$ cat config.mk
export PLATFORM = sky130hd
export DESIGN_NAME = watchdog_stop_halt_control
export DESIGN_NICKNAME = d
export VERILOG_FILES = /design/src/wdt_ctrl_pkg.sv /design/src/edge_wake_detect.sv /design/src/prescale_divider.sv /design/src/watchdog_stop_halt_control.sv
export VERILOG_INCLUDE_DIRS = /design/src
export SDC_FILE = /design/constraint.sdc
export NUM_CORES = 1
export LEC_CHECK = 0
export ABC_AREA = 1
export BUFFER_PORTS_ARGS = -buffer_cell sky130_fd_sc_hd__buf_2
export CAP_MARGIN = 30
export CORE_ASPECT_RATIO = 0.6
export CORE_MARGIN = 2
export CORE_UTILIZATION = 59
export CTS_CLUSTER_SIZE = 20
export DETAILED_ROUTE_END_ITERATION = 12
export PLACE_DENSITY = 0.78
export SLEW_MARGIN = 20
export SYNTH_ARGS = -nofsm -noshare
export SYNTH_HDL_FRONTEND = slang
export SYNTH_SLANG_ARGS = --single-unit
$ cat constraint.sdc
create_clock -name clock -period 3.7 [get_ports clock]
set_input_delay 0.185 -clock clock [delete_from_list [all_inputs] [get_ports clock]]
set_output_delay 0.185 -clock clock [all_outputs]
set_load 0.03 [all_outputs]
$ cat src/wdt_ctrl_map.svh
// Purpose: Register offsets, reset values, field positions and timing counts.
// Assumes: Wishbone byte addresses, one 8-bit register per aligned word.
// Notes:   Definitions only.
`ifndef WATCHDOG_MAP_SVH
`define WATCHDOG_MAP_SVH

// ****************************************
// Register map
// ****************************************
`define OFS_WATCHDOG_WAKE   4'h0
`define OFS_HALT_CONTROL    4'h4
`define OFS_PRESCALE_SELECT 4'h8
`define RST_WATCHDOG_WAKE   8'h00
`define RST_HALT_CONTROL    8'h0F
`define RST_PRESCALE_SELECT 8'h21

// ****************************************
// Field positions
// ****************************************
`define BIT_EDGE      2
`define BIT_CLK_SRC   3
`define BIT_LOW_POWER 4
`define BIT_ARM       5
`define BIT_COUNT0_HALT 0
`define BIT_COUNT1_HALT 1
`define BIT_UART_HALT 2
`define BIT_CPU_HALT  3

// ****************************************
// Timing
// ****************************************
`define CLOCK_MHZ        100
`define RC_TIMEOUT0_MS   5
`define RC_TIMEOUT1_MS   15
`define RC_TIMEOUT2_MS   25
`define RC_TIMEOUT3_MS   100
`define RESET_HOLD_MS    5
`define RC_KHZ           32
`define MS_TO_RC(ms)     ((ms) * `RC_KHZ)
`define MS_TO_CYC(ms)    ((ms) * 1000 * `CLOCK_MHZ)

`endif

$ cat src/wdt_ctrl_pkg.sv
// Purpose: Types shared by the watchdog and stop/halt control block.
// Assumes: Nothing.
// Notes:   RC and hold counts live in the map header; crystal counts are module parameters.
package watchdog_ctrl_pkg;
    typedef logic [7:0]  reg8_t;
    typedef logic [31:0] count_t;
    typedef enum logic [1:0] {
        WAKE_RESET_ONLY,
        WAKE_PORT2_BIT2,
        WAKE_PORT3_BIT2,
        WAKE_PORT4_ANY
    } wake_src_e;
    typedef enum {
        WD_OFF,
        WD_COUNTING,
        WD_HOLD_RESET
    } wd_state_e;
endpackage

$ cat src/edge_wake_detect.sv
// Purpose: Detect a selected edge on the stop-mode wake inputs.
// Assumes: Inputs synchronous to clock.
// Notes:   One cycle pulse per qualifying edge.
`timescale 1ns/1ps
module edge_wake_detect #(
    parameter int WIDTH = 10
) (
    input  wire logic             clock,
    input  wire logic             rst_b,
    input  wire logic [WIDTH-1:0] pins,
    input  wire logic             rising,
    output logic      [WIDTH-1:0] hit
);
    logic [WIDTH-1:0] last;

    if (WIDTH < 1) begin
        $error("edge_wake_detect WIDTH must be positive");
    end

    always_ff @(posedge clock or negedge rst_b) begin
        if (!rst_b) begin
            last <= '0;
            hit  <= '0;
        end else begin
            last <= pins;
            hit  <= rising ? (pins & ~last) : (~pins & last);
        end
    end
endmodule

$ cat src/prescale_divider.sv
// Purpose: Crystal prescaler tick for one counter.
// Assumes: Select code 0 is divide by 2, 7 is divide by 256.
// Notes:   Tick is one cycle wide.
`timescale 1ns/1ps
module prescale_divider (
    input  wire logic       clock,
    input  wire logic       rst_b,
    input  wire logic       run,
    input  wire logic [2:0] select,
    output logic            tick
);
    logic [7:0] count;
    logic [7:0] limit;

    always_comb begin
        limit = 8'(({1'b0, 8'h01} << ({1'b0, select} + 4'h1)) - 9'h001);
    end

    always_ff @(posedge clock or negedge rst_b) begin
        if (!rst_b) begin
            count <= 8'h00;
            tick  <= 1'b0;
        end else if (!run) begin
            tick <= 1'b0;
        end else if (count >= limit) begin
            count <= 8'h00;
            tick  <= 1'b1;
        end else begin
            count <= count + 8'h01;
            tick  <= 1'b0;
        end
    end
endmodule

$ cat src/watchdog_stop_halt_control.sv
// Purpose: Watchdog, stop-mode wake and halt-mode clock control.
// Assumes: Classic Wishbone slave, 100 MHz clock, RC tick as an input.
// Notes:   Counter, serial and interrupt logic sit outside this block.
`timescale 1ns/1ps
`include "wdt_ctrl_map.svh"

module watchdog_stop_halt_control
    import watchdog_ctrl_pkg::*;
#(
    parameter int XTAL_TIMEOUT0 = 65536,
    parameter int XTAL_TIMEOUT1 = 262144,
    parameter int XTAL_TIMEOUT2 = 1048576,
    parameter int XTAL_TIMEOUT3 = 4194304,
    parameter int RC_TIMEOUT0   = `MS_TO_RC(`RC_TIMEOUT0_MS),
    parameter int RC_TIMEOUT1   = `MS_TO_RC(`RC_TIMEOUT1_MS),
    parameter int RC_TIMEOUT2   = `MS_TO_RC(`RC_TIMEOUT2_MS),
    parameter int RC_TIMEOUT3   = `MS_TO_RC(`RC_TIMEOUT3_MS),
    parameter int RESET_HOLD    = `MS_TO_CYC(`RESET_HOLD_MS)
) (
    input  wire logic                clock,
    input  wire logic                rst_b,
    input  wire logic                wb_cyc_i,
    input  wire logic                wb_stb_i,
    input  wire logic                wb_we_i,
    input  wire logic [3:0]          wb_adr_i,
    input  wire logic [3:0]          wb_sel_i,
    input  wire logic [31:0]         wb_dat_i,
    output logic      [31:0]         wb_dat_o,
    output logic                     wb_ack_o,
    input  wire logic                rc_tick,
    input  wire logic                crystal_input,
    input  wire logic                stop_instr,
    input  wire logic                wait_for_interrupt_instr,
    input  wire logic                irq_request,
    input  wire logic                dma_request,
    input  wire logic                port2_bit2_wake,
    input  wire logic                port3_bit2_wake,
    input  wire logic [7:0]          port4_wake,
    input  wire logic                cascade,
    output logic                     reset_pin_o,
    output logic                     reset_pin_oe_b,
    output logic                     stopped,
    output logic                     halted,
    output logic                     cpu_clock_en,
    output logic                     addr_strobe_en,
    output logic                     counter_zero_run,
    output logic                     counter_one_run,
    output logic                     uart_run,
    output logic                     counter_zero_tick,
    output logic                     counter_one_tick
);
    import watchdog_ctrl_pkg::*;

    // ****************************************
    // Declarations
    // ****************************************
    reg8_t      watchdog_wake_register;
    reg8_t      halt_mode_control;
    reg8_t      prescale_select;
    wd_state_e  wd_state;
    count_t     watchdog_counter;
    count_t     hold_count;
    count_t     limit;
    logic       bus_req;
    logic       wr_lane0;
    logic       arm_write;
    logic       wd_step;
    logic       asleep;
    logic       wake_event;
    logic [9:0] wake_hits;
    logic       tick0;
    logic       tick1;
    wake_src_e  stop_wake_select;

    if (RESET_HOLD < 1 || XTAL_TIMEOUT0 < 1 || RC_TIMEOUT0 < 1) begin
        $error("watchdog counts must be positive");
    end

    function automatic count_t pick_limit(input logic xtal,
                                          input logic [1:0] code);
        count_t r;
        r = 32'h0000_0001;
        case ({xtal, code})
            3'h0:    r = count_t'(RC_TIMEOUT0);
            3'h1:    r = count_t'(RC_TIMEOUT1);
            3'h2:    r = count_t'(RC_TIMEOUT2);
            3'h3:    r = count_t'(RC_TIMEOUT3);
            3'h4:    r = count_t'(XTAL_TIMEOUT0);
            3'h5:    r = count_t'(XTAL_TIMEOUT1);
            3'h6:    r = count_t'(XTAL_TIMEOUT2);
            default: r = count_t'(XTAL_TIMEOUT3);
        endcase
        return r;
    endfunction

    // ****************************************
    // Wishbone slave
    // ****************************************
    assign bus_req  = wb_cyc_i && wb_stb_i && !wb_ack_o;
    assign wr_lane0 = bus_req && wb_we_i && wb_sel_i[0];
    assign arm_write = wr_lane0 && (wb_adr_i == `OFS_WATCHDOG_WAKE)
                       && wb_dat_i[`BIT_ARM];

    always_ff @(posedge clock or negedge rst_b) begin
        if (!rst_b) begin
            wb_ack_o <= 1'b0;
            wb_dat_o <= 32'h0000_0000;
        end else begin
            wb_ack_o <= bus_req;
            wb_dat_o <= 32'h0000_0000;
            if (bus_req && !wb_we_i) begin
                case (wb_adr_i)
                    `OFS_WATCHDOG_WAKE:   wb_dat_o <= {24'h0, watchdog_wake_register};
                    `OFS_HALT_CONTROL:    wb_dat_o <= {24'h0, halt_mode_control};
                    `OFS_PRESCALE_SELECT: wb_dat_o <= {24'h0, prescale_select};
                    default:              wb_dat_o <= 32'h0000_0000;
                endcase
            end
        end
    end

    always_ff @(posedge clock or negedge rst_b) begin
        if (!rst_b) begin
            watchdog_wake_register <= `RST_WATCHDOG_WAKE;
        end else if (wr_lane0 && wb_adr_i == `OFS_WATCHDOG_WAKE) begin
            watchdog_wake_register <= {wb_dat_i[7:6],
                watchdog_wake_register[`BIT_ARM] | wb_dat_i[`BIT_ARM],
                wb_dat_i[4:0]};
        end
    end

    always_ff @(posedge clock or negedge rst_b) begin
        if (!rst_b) begin
            halt_mode_control <= `RST_HALT_CONTROL;
        end else if (wr_lane0 && wb_adr_i == `OFS_HALT_CONTROL) begin
            halt_mode_control <= {4'h0, wb_dat_i[3:0]};
        end
    end

    always_ff @(posedge clock or negedge rst_b) begin
        if (!rst_b) begin
            prescale_select <= `RST_PRESCALE_SELECT;
        end else if (wr_lane0 && wb_adr_i == `OFS_PRESCALE_SELECT) begin
            prescale_select <= {1'b0, wb_dat_i[6:4], 1'b0, wb_dat_i[2:0]};
        end
    end

    // ****************************************
    // Stop mode and wake sources
    // ****************************************
    assign stop_wake_select = wake_src_e'(watchdog_wake_register[1:0]);

    edge_wake_detect #(
        .WIDTH (10)
    ) u_wake (
        .clock  (clock),
        .rst_b  (rst_b),
        .pins   ({port4_wake, port3_bit2_wake, port2_bit2_wake}),
        .rising (watchdog_wake_register[`BIT_EDGE]),
        .hit    (wake_hits)
    );

    always_comb begin
        case (stop_wake_select)
            WAKE_RESET_ONLY: wake_event = 1'b0;
            WAKE_PORT2_BIT2: wake_event = wake_hits[0];
            WAKE_PORT3_BIT2: wake_event = wake_hits[1];
            WAKE_PORT4_ANY:  wake_event = |wake_hits[9:2];
            default:         wake_event = 1'b0;
        endcase
    end

    always_ff @(posedge clock or negedge rst_b) begin
        if (!rst_b) begin
            stopped <= 1'b0;
        end else if (stopped && wake_event) begin
            stopped <= 1'b0;
        end else if (stop_instr && !halted) begin
            stopped <= 1'b1;
        end
    end

    // ****************************************
    // Halt mode
    // ****************************************
    always_ff @(posedge clock or negedge rst_b) begin
        if (!rst_b) begin
            halted <= 1'b0;
        end else if (halted && (irq_request || dma_request)) begin
            halted <= 1'b0;
        end else if (wait_for_interrupt_instr
                     && !halt_mode_control[`BIT_CPU_HALT]) begin
            halted <= 1'b1;
        end
    end

    // Peripheral halt bits only matter when the CPU halt is enabled.
    always_ff @(posedge clock or negedge rst_b) begin
        if (!rst_b) begin
            cpu_clock_en     <= 1'b1;
            addr_strobe_en   <= 1'b1;
            counter_zero_run <= 1'b1;
            counter_one_run  <= 1'b1;
            uart_run         <= 1'b1;
        end else begin
            cpu_clock_en     <= !(halted || stopped);
            addr_strobe_en   <= !(halted || stopped);
            counter_zero_run <= !stopped && (!halted ||
                (cascade ? halt_mode_control[`BIT_COUNT1_HALT]
                         : halt_mode_control[`BIT_COUNT0_HALT]));
            counter_one_run  <= !stopped && (!halted ||
                halt_mode_control[`BIT_COUNT1_HALT]);
            uart_run         <= !stopped && (!halted ||
                halt_mode_control[`BIT_UART_HALT]);
        end
    end

    // ****************************************
    // Prescalers
    // ****************************************
    prescale_divider u_pre0 (
        .clock  (clock),
        .rst_b  (rst_b),
        .run    (counter_zero_run && !cascade),
        .select (prescale_select[2:0]),
        .tick   (tick0)
    );

    prescale_divider u_pre1 (
        .clock  (clock),
        .rst_b  (rst_b),
        .run    (counter_one_run),
        .select (prescale_select[6:4]),
        .tick   (tick1)
    );

    always_ff @(posedge clock or negedge rst_b) begin
        if (!rst_b) begin
            counter_zero_tick <= 1'b0;
            counter_one_tick  <= 1'b0;
        end else begin
            counter_zero_tick <= tick0;
            counter_one_tick  <= tick1;
        end
    end

    // ****************************************
    // Watchdog
    // ****************************************
    // The crystal input is sampled as a step enable; RC ticks come pre-made.
    assign asleep  = stopped || halted;
    assign wd_step = (watchdog_wake_register[`BIT_CLK_SRC] ? crystal_input
                      : rc_tick)
                     && (!asleep || watchdog_wake_register[`BIT_LOW_POWER]);
    assign limit   = pick_limit(watchdog_wake_register[`BIT_CLK_SRC],
                                watchdog_wake_register[7:6]);

    always_ff @(posedge clock or negedge rst_b) begin
        if (!rst_b) begin
            wd_state         <= WD_OFF;
            watchdog_counter <= 32'h0000_0000;
            hold_count       <= 32'h0000_0000;
        end else begin
            case (wd_state)
                WD_OFF: begin
                    if (arm_write) begin
                        wd_state         <= WD_COUNTING;
                        watchdog_counter <= 32'h0000_0000;
                    end
                end
                WD_COUNTING: begin
                    if (arm_write) begin
                        watchdog_counter <= 32'h0000_0000;
                    end else if (wd_step) begin
                        if (watchdog_counter + 32'h1 >= limit) begin
                            wd_state   <= WD_HOLD_RESET;
                            hold_count <= 32'h0000_0000;
                        end else begin
                            watchdog_counter <= watchdog_counter + 32'h1;
                        end
                    end
                end
                WD_HOLD_RESET: begin
                    if (hold_count + 32'h1 >= count_t'(RESET_HOLD)) begin
                        wd_state         <= WD_COUNTING;
                        watchdog_counter <= 32'h0000_0000;
                    end else begin
                        hold_count <= hold_count + 32'h1;
                    end
                end
                default: wd_state <= WD_OFF;
            endcase
        end
    end

    always_ff @(posedge clock or negedge rst_b) begin
        if (!rst_b) begin
            reset_pin_o    <= 1'b1;
            reset_pin_oe_b <= 1'b1;
        end else begin
            reset_pin_o    <= 1'b0;
            reset_pin_oe_b <= !(wd_state == WD_HOLD_RESET);
        end
    end
endmodule

==> run_results.csv <==
group,metric,value,unit
status,status,"finished with violations",
status,violations,"negative hold slack",
synthesis,synth_edf_count,0,
setup_path,worstSetupStartpointType,"flip-flop",
timing,finalCritPeriodShare,0.9464,
global_route,grt-ovfl-total,0,
final_layout,nets,1465,
timing,tightest_slew,0.7403,ns
power_and_ir_drop,power_frac_clock,0.335,
synthesis,syn_inst,1292,
clock_tree,cts_tree,"built",
final_layout,final_core_util,0.6951,
global_route,grt_pass1_vias,7779,
floorplanning,ioPinCount,106,
global_route,gr-usage-all-layers,0.2916,
drt,drt-total-wl,22540,um
drt,route.antenna.remaining_nets,0,
clock_tree,cts_max_level,4,
power_and_ir_drop,total_power,0.005270,W
setup_path,worstSetupPathType,"flip-flop to flip-flop",
drt,drt_iter0_markers,898,
synthesis,netlist_area,0.008995,mm^2
clock_tree,clock_sinks,141,
power_and_ir_drop,p_per_area,516.6,mW/mm^2
job,maxCapViolations,0,
clock_tree,clkTransAtPathRegs,0.07,ns
final_layout,syn2layout_area_growth,13.41,%
timing,skew,0.01535,ns
synthesis,synth_ff_type,"dfrtp_1",
drt,vias,8363,
timing,setup_tns,0,ns
final_layout,diodes,0,
power_and_ir_drop,power_frac_comb,0.281,
final_layout,stdcell_count,1578,
floorplanning,dieArea,0.01628,mm^2
setup_path,end_kind,"flip-flop",
final_layout,drive_gt1_frac,0.1058,
timing,drv_slew,0,
synthesis,synth_cell_types,44,
drt,drc,0,
min_path,worstHoldPathType,"input pin to flip-flop",
clock_tree,cts_inserted_buffers,17,
synthesis,async_reset_ff_frac,1.000,
timing,fmaxAchievable,0.2856,GHz
floorplanning,fp.dieH,99.64,um
timing,hold_ws,-0.002456,ns
power_and_ir_drop,p_switching,0.002021,W
place,dp.cells,1528,
drt,wl_per_cell,14.29,um
floorplanning,start_util,0.6129,
clock_tree,cts_root_buffer,"clkbuf_16",
synthesis,ys_seq_elements,141,
timing,layout_min_cycle_time,3.502,ns
power_and_ir_drop,swShare,0.3835,
setup_path,crit_required,4.06,ns
global_route,grt_pass1_wl,37740,um
setup_path,cp.arrival,3.86,ns
synthesis,syn_avg_cell_area,6.962,um^2
power_and_ir_drop,vdd_drop_max,0.3647,mV
clock_tree,worstSkewPairLatency,0.43,ns
floorplanning,core-area,0.01468,mm^2
place,gp_congestion,0.9720,
floorplanning,die_x,163.4,um
timing,timing_hold_violations_final,1,
floorplanning,rows,34,
drt,via_per_inst,5.300,
setup_path,critPathMaxFanout,19,
power_and_ir_drop,internal_power,0.003249,W
place,port_buffers,54,
synthesis,yosys_warnings,0,
power_and_ir_drop,pwr-share-seq,0.384,
global_route,grt_start_max_net_pins,108,
power_and_ir_drop,p_leak,5.080,nW
timing,slew_headroom,0.5064,
global_route,antenna_found_initial,0,
drt,dr.pass1.iters,7,
clock_tree,clockBufferDepth,2,
place,hpwl,16340,um
timing,setup_violations,0,
synthesis,yosysSeqAreaShare,0.3939,
==> placed cells by master, fill, tap and decap left out, drive strengths merged, types with 2 or more instances in the layout <==
cell / count
nand2: 395
nor2: 207
inv: 164
dfrtp: 129
nand3: 116
buf: 68
a21oi: 53
ha: 36
o21ai: 35
conb: 27
nand4: 18
nor3: 18
clkbuf: 18
xor2: 16
dlygate4sd3: 15
xnor2: 14
dfstp: 12
clkinv: 8
nand3b: 4
a31oi: 3
or2: 3
nor4: 3
o211ai: 2
o22ai: 2
o2111ai: 2
o21a: 2
and2: 2
and3: 2
a211oi: 2
==> worst max-delay path, cell delays in order (launching register included) <==
cell and delay, ns:
dfrtp_1 0.39, ha_2 0.24, nand2_1 0.10, nor2_2 0.16
nand2_1 0.14, inv_1 0.12, nand4_1 0.16, nor4_2 0.41
nand2_1 0.15, xor2_2 0.18, ha_1 0.17, nand3b_1 0.15
nor2_1 0.09, nand3b_1 0.13, nor2_2 0.17, nand3_1 0.11
nand2_2 0.16, buf_6 0.21, nand3_1 0.10, nand2_1 0.10
==> metal layers <==
layer,track usage,wire [um],vias to the layer above
met4,0.08918,330,0
met2,0.4219,9335,349
met1,0.4442,11060,3798
met5,0,0,-
li1,-,-,4174
met3,0.05129,1818,42
==> power groups by stage <==
stage | Sequential [W] | Clock [W] | Combinational (W)
after floorplan | 0.00200 | 0 | 0.00102
after CTS | 0.00201 | 0.00177 | 0.00140
after detailed placement | 0.00203 | 0 | 0.00138
final | 0.00202 | 0.00176 | 0.00148
after global routing | 0.00205 | 0.00185 | 0.00167
after global placement | 0.00203 | 0 | 0.00134
==> cell families (layout without fill, tap and decap cells) <==
group | count (synthesis) | after routing | share of synthesized area
other cells | 2 | 27 | 0.0008349
xor+xnor | 30 | 30 | 0.02921
flops | 141 | 141 | 0.3939
simple gates | 769 | 769 | 0.3586
buf+inv | 211 | 274 | 0.1050
compound gates | 103 | 103 | 0.06232
fa+ha+maj | 36 | 36 | 0.05008
==> flip-flops by register name, summed over array words and instances (netlist names), 2 cells and up <==
| register | cells |
|---|---|
| hold_count | 32 |
| prescale_select | 6 |
| u_pre1.count | 8 |
| wd_state | 2 |
| u_wake.hit | 10 |
| watchdog_wake_register | 8 |
| halt_mode_control | 4 |
| u_pre0.count | 8 |
| u_wake.last | 10 |
| watchdog_counter | 32 |
| wb_dat_o | 8 |
==> Yosys cell counts (all sizes together) (3+ instances only) <==
cell type	count	area, um^2
a21oi	53	276.5
a31oi	3	18.77
buf	43	310.3
clkbuf	9	37.54
clkinv	5	18.77
dfrtp	129	3228
dfstp	12	315.3
ha	36	450.4
inv	154	578.1
nand2	395	1510
nand3	116	585.6
nand3b	4	30.03
nand4	18	112.6
nor2	207	822.0
nor3	18	95.09
nor4	3	18.77
o21ai	35	175.2
or2	3	18.77
xnor2	14	122.6
xor2	16	140.1
==> final cells by class <==
cell class              count  area, um^2
clock buffers              18       439.2
clock inverters            14       161.4
fillers                  1224        4476
inverters                 159       596.8
multi-input cells         965        4641
flip-flops and latches    141        3543
well taps                 198       247.7
repair buffers             83       571.8
==> worst paths after layout <==
| path | from | endpoint | slack [ns] | cells after the start |
|---|---|---|---|---|
| setup / recovery | watchdog_counter[1] | watchdog_counter[15] | 0.20 | 19 |
| max in group asynchronous | rst_b | watchdog_counter[20] | 2.53 | 4 |
| hold / removal | wb_dat_i[7] | watchdog_wake_register[7] | -0.002 | 3 |
| min in group asynchronous | rst_b | u_wake.last[9] | 0.22 | 2 |
| setup reg to reg | watchdog_counter[1] | watchdog_counter[15] | 0.20 | 19 |
| hold reg to reg | u_pre0.tick | counter_zero_tick | 0.37 | 0 |
==> stage by stage <==
step	hold slack [ns]	setup WS, ns	area [um^2]
after global routing	0.02794	-0.1559	10200
final	-0.002456	0.1984	10200
after detailed placement	0.3197	0.1763	9360
after CTS	0.0003890	0.08241	10110
after floorplan	-0.1106	0.7353	9089
after global placement	0.3215	0.2712	9360
==> repair_timing <==
| item | in CTS | in global routing |
|---|---|---|
| gates resized for setup | 0 | 11 |
| endpoints found under the hold margin | 107 | 0 |
| endpoints found under the setup margin | 0 | 65 |
| hold buffers | 15 | 0 |
| setup buffers | 0 | 2 |
(Power assumes the default switching activity.)
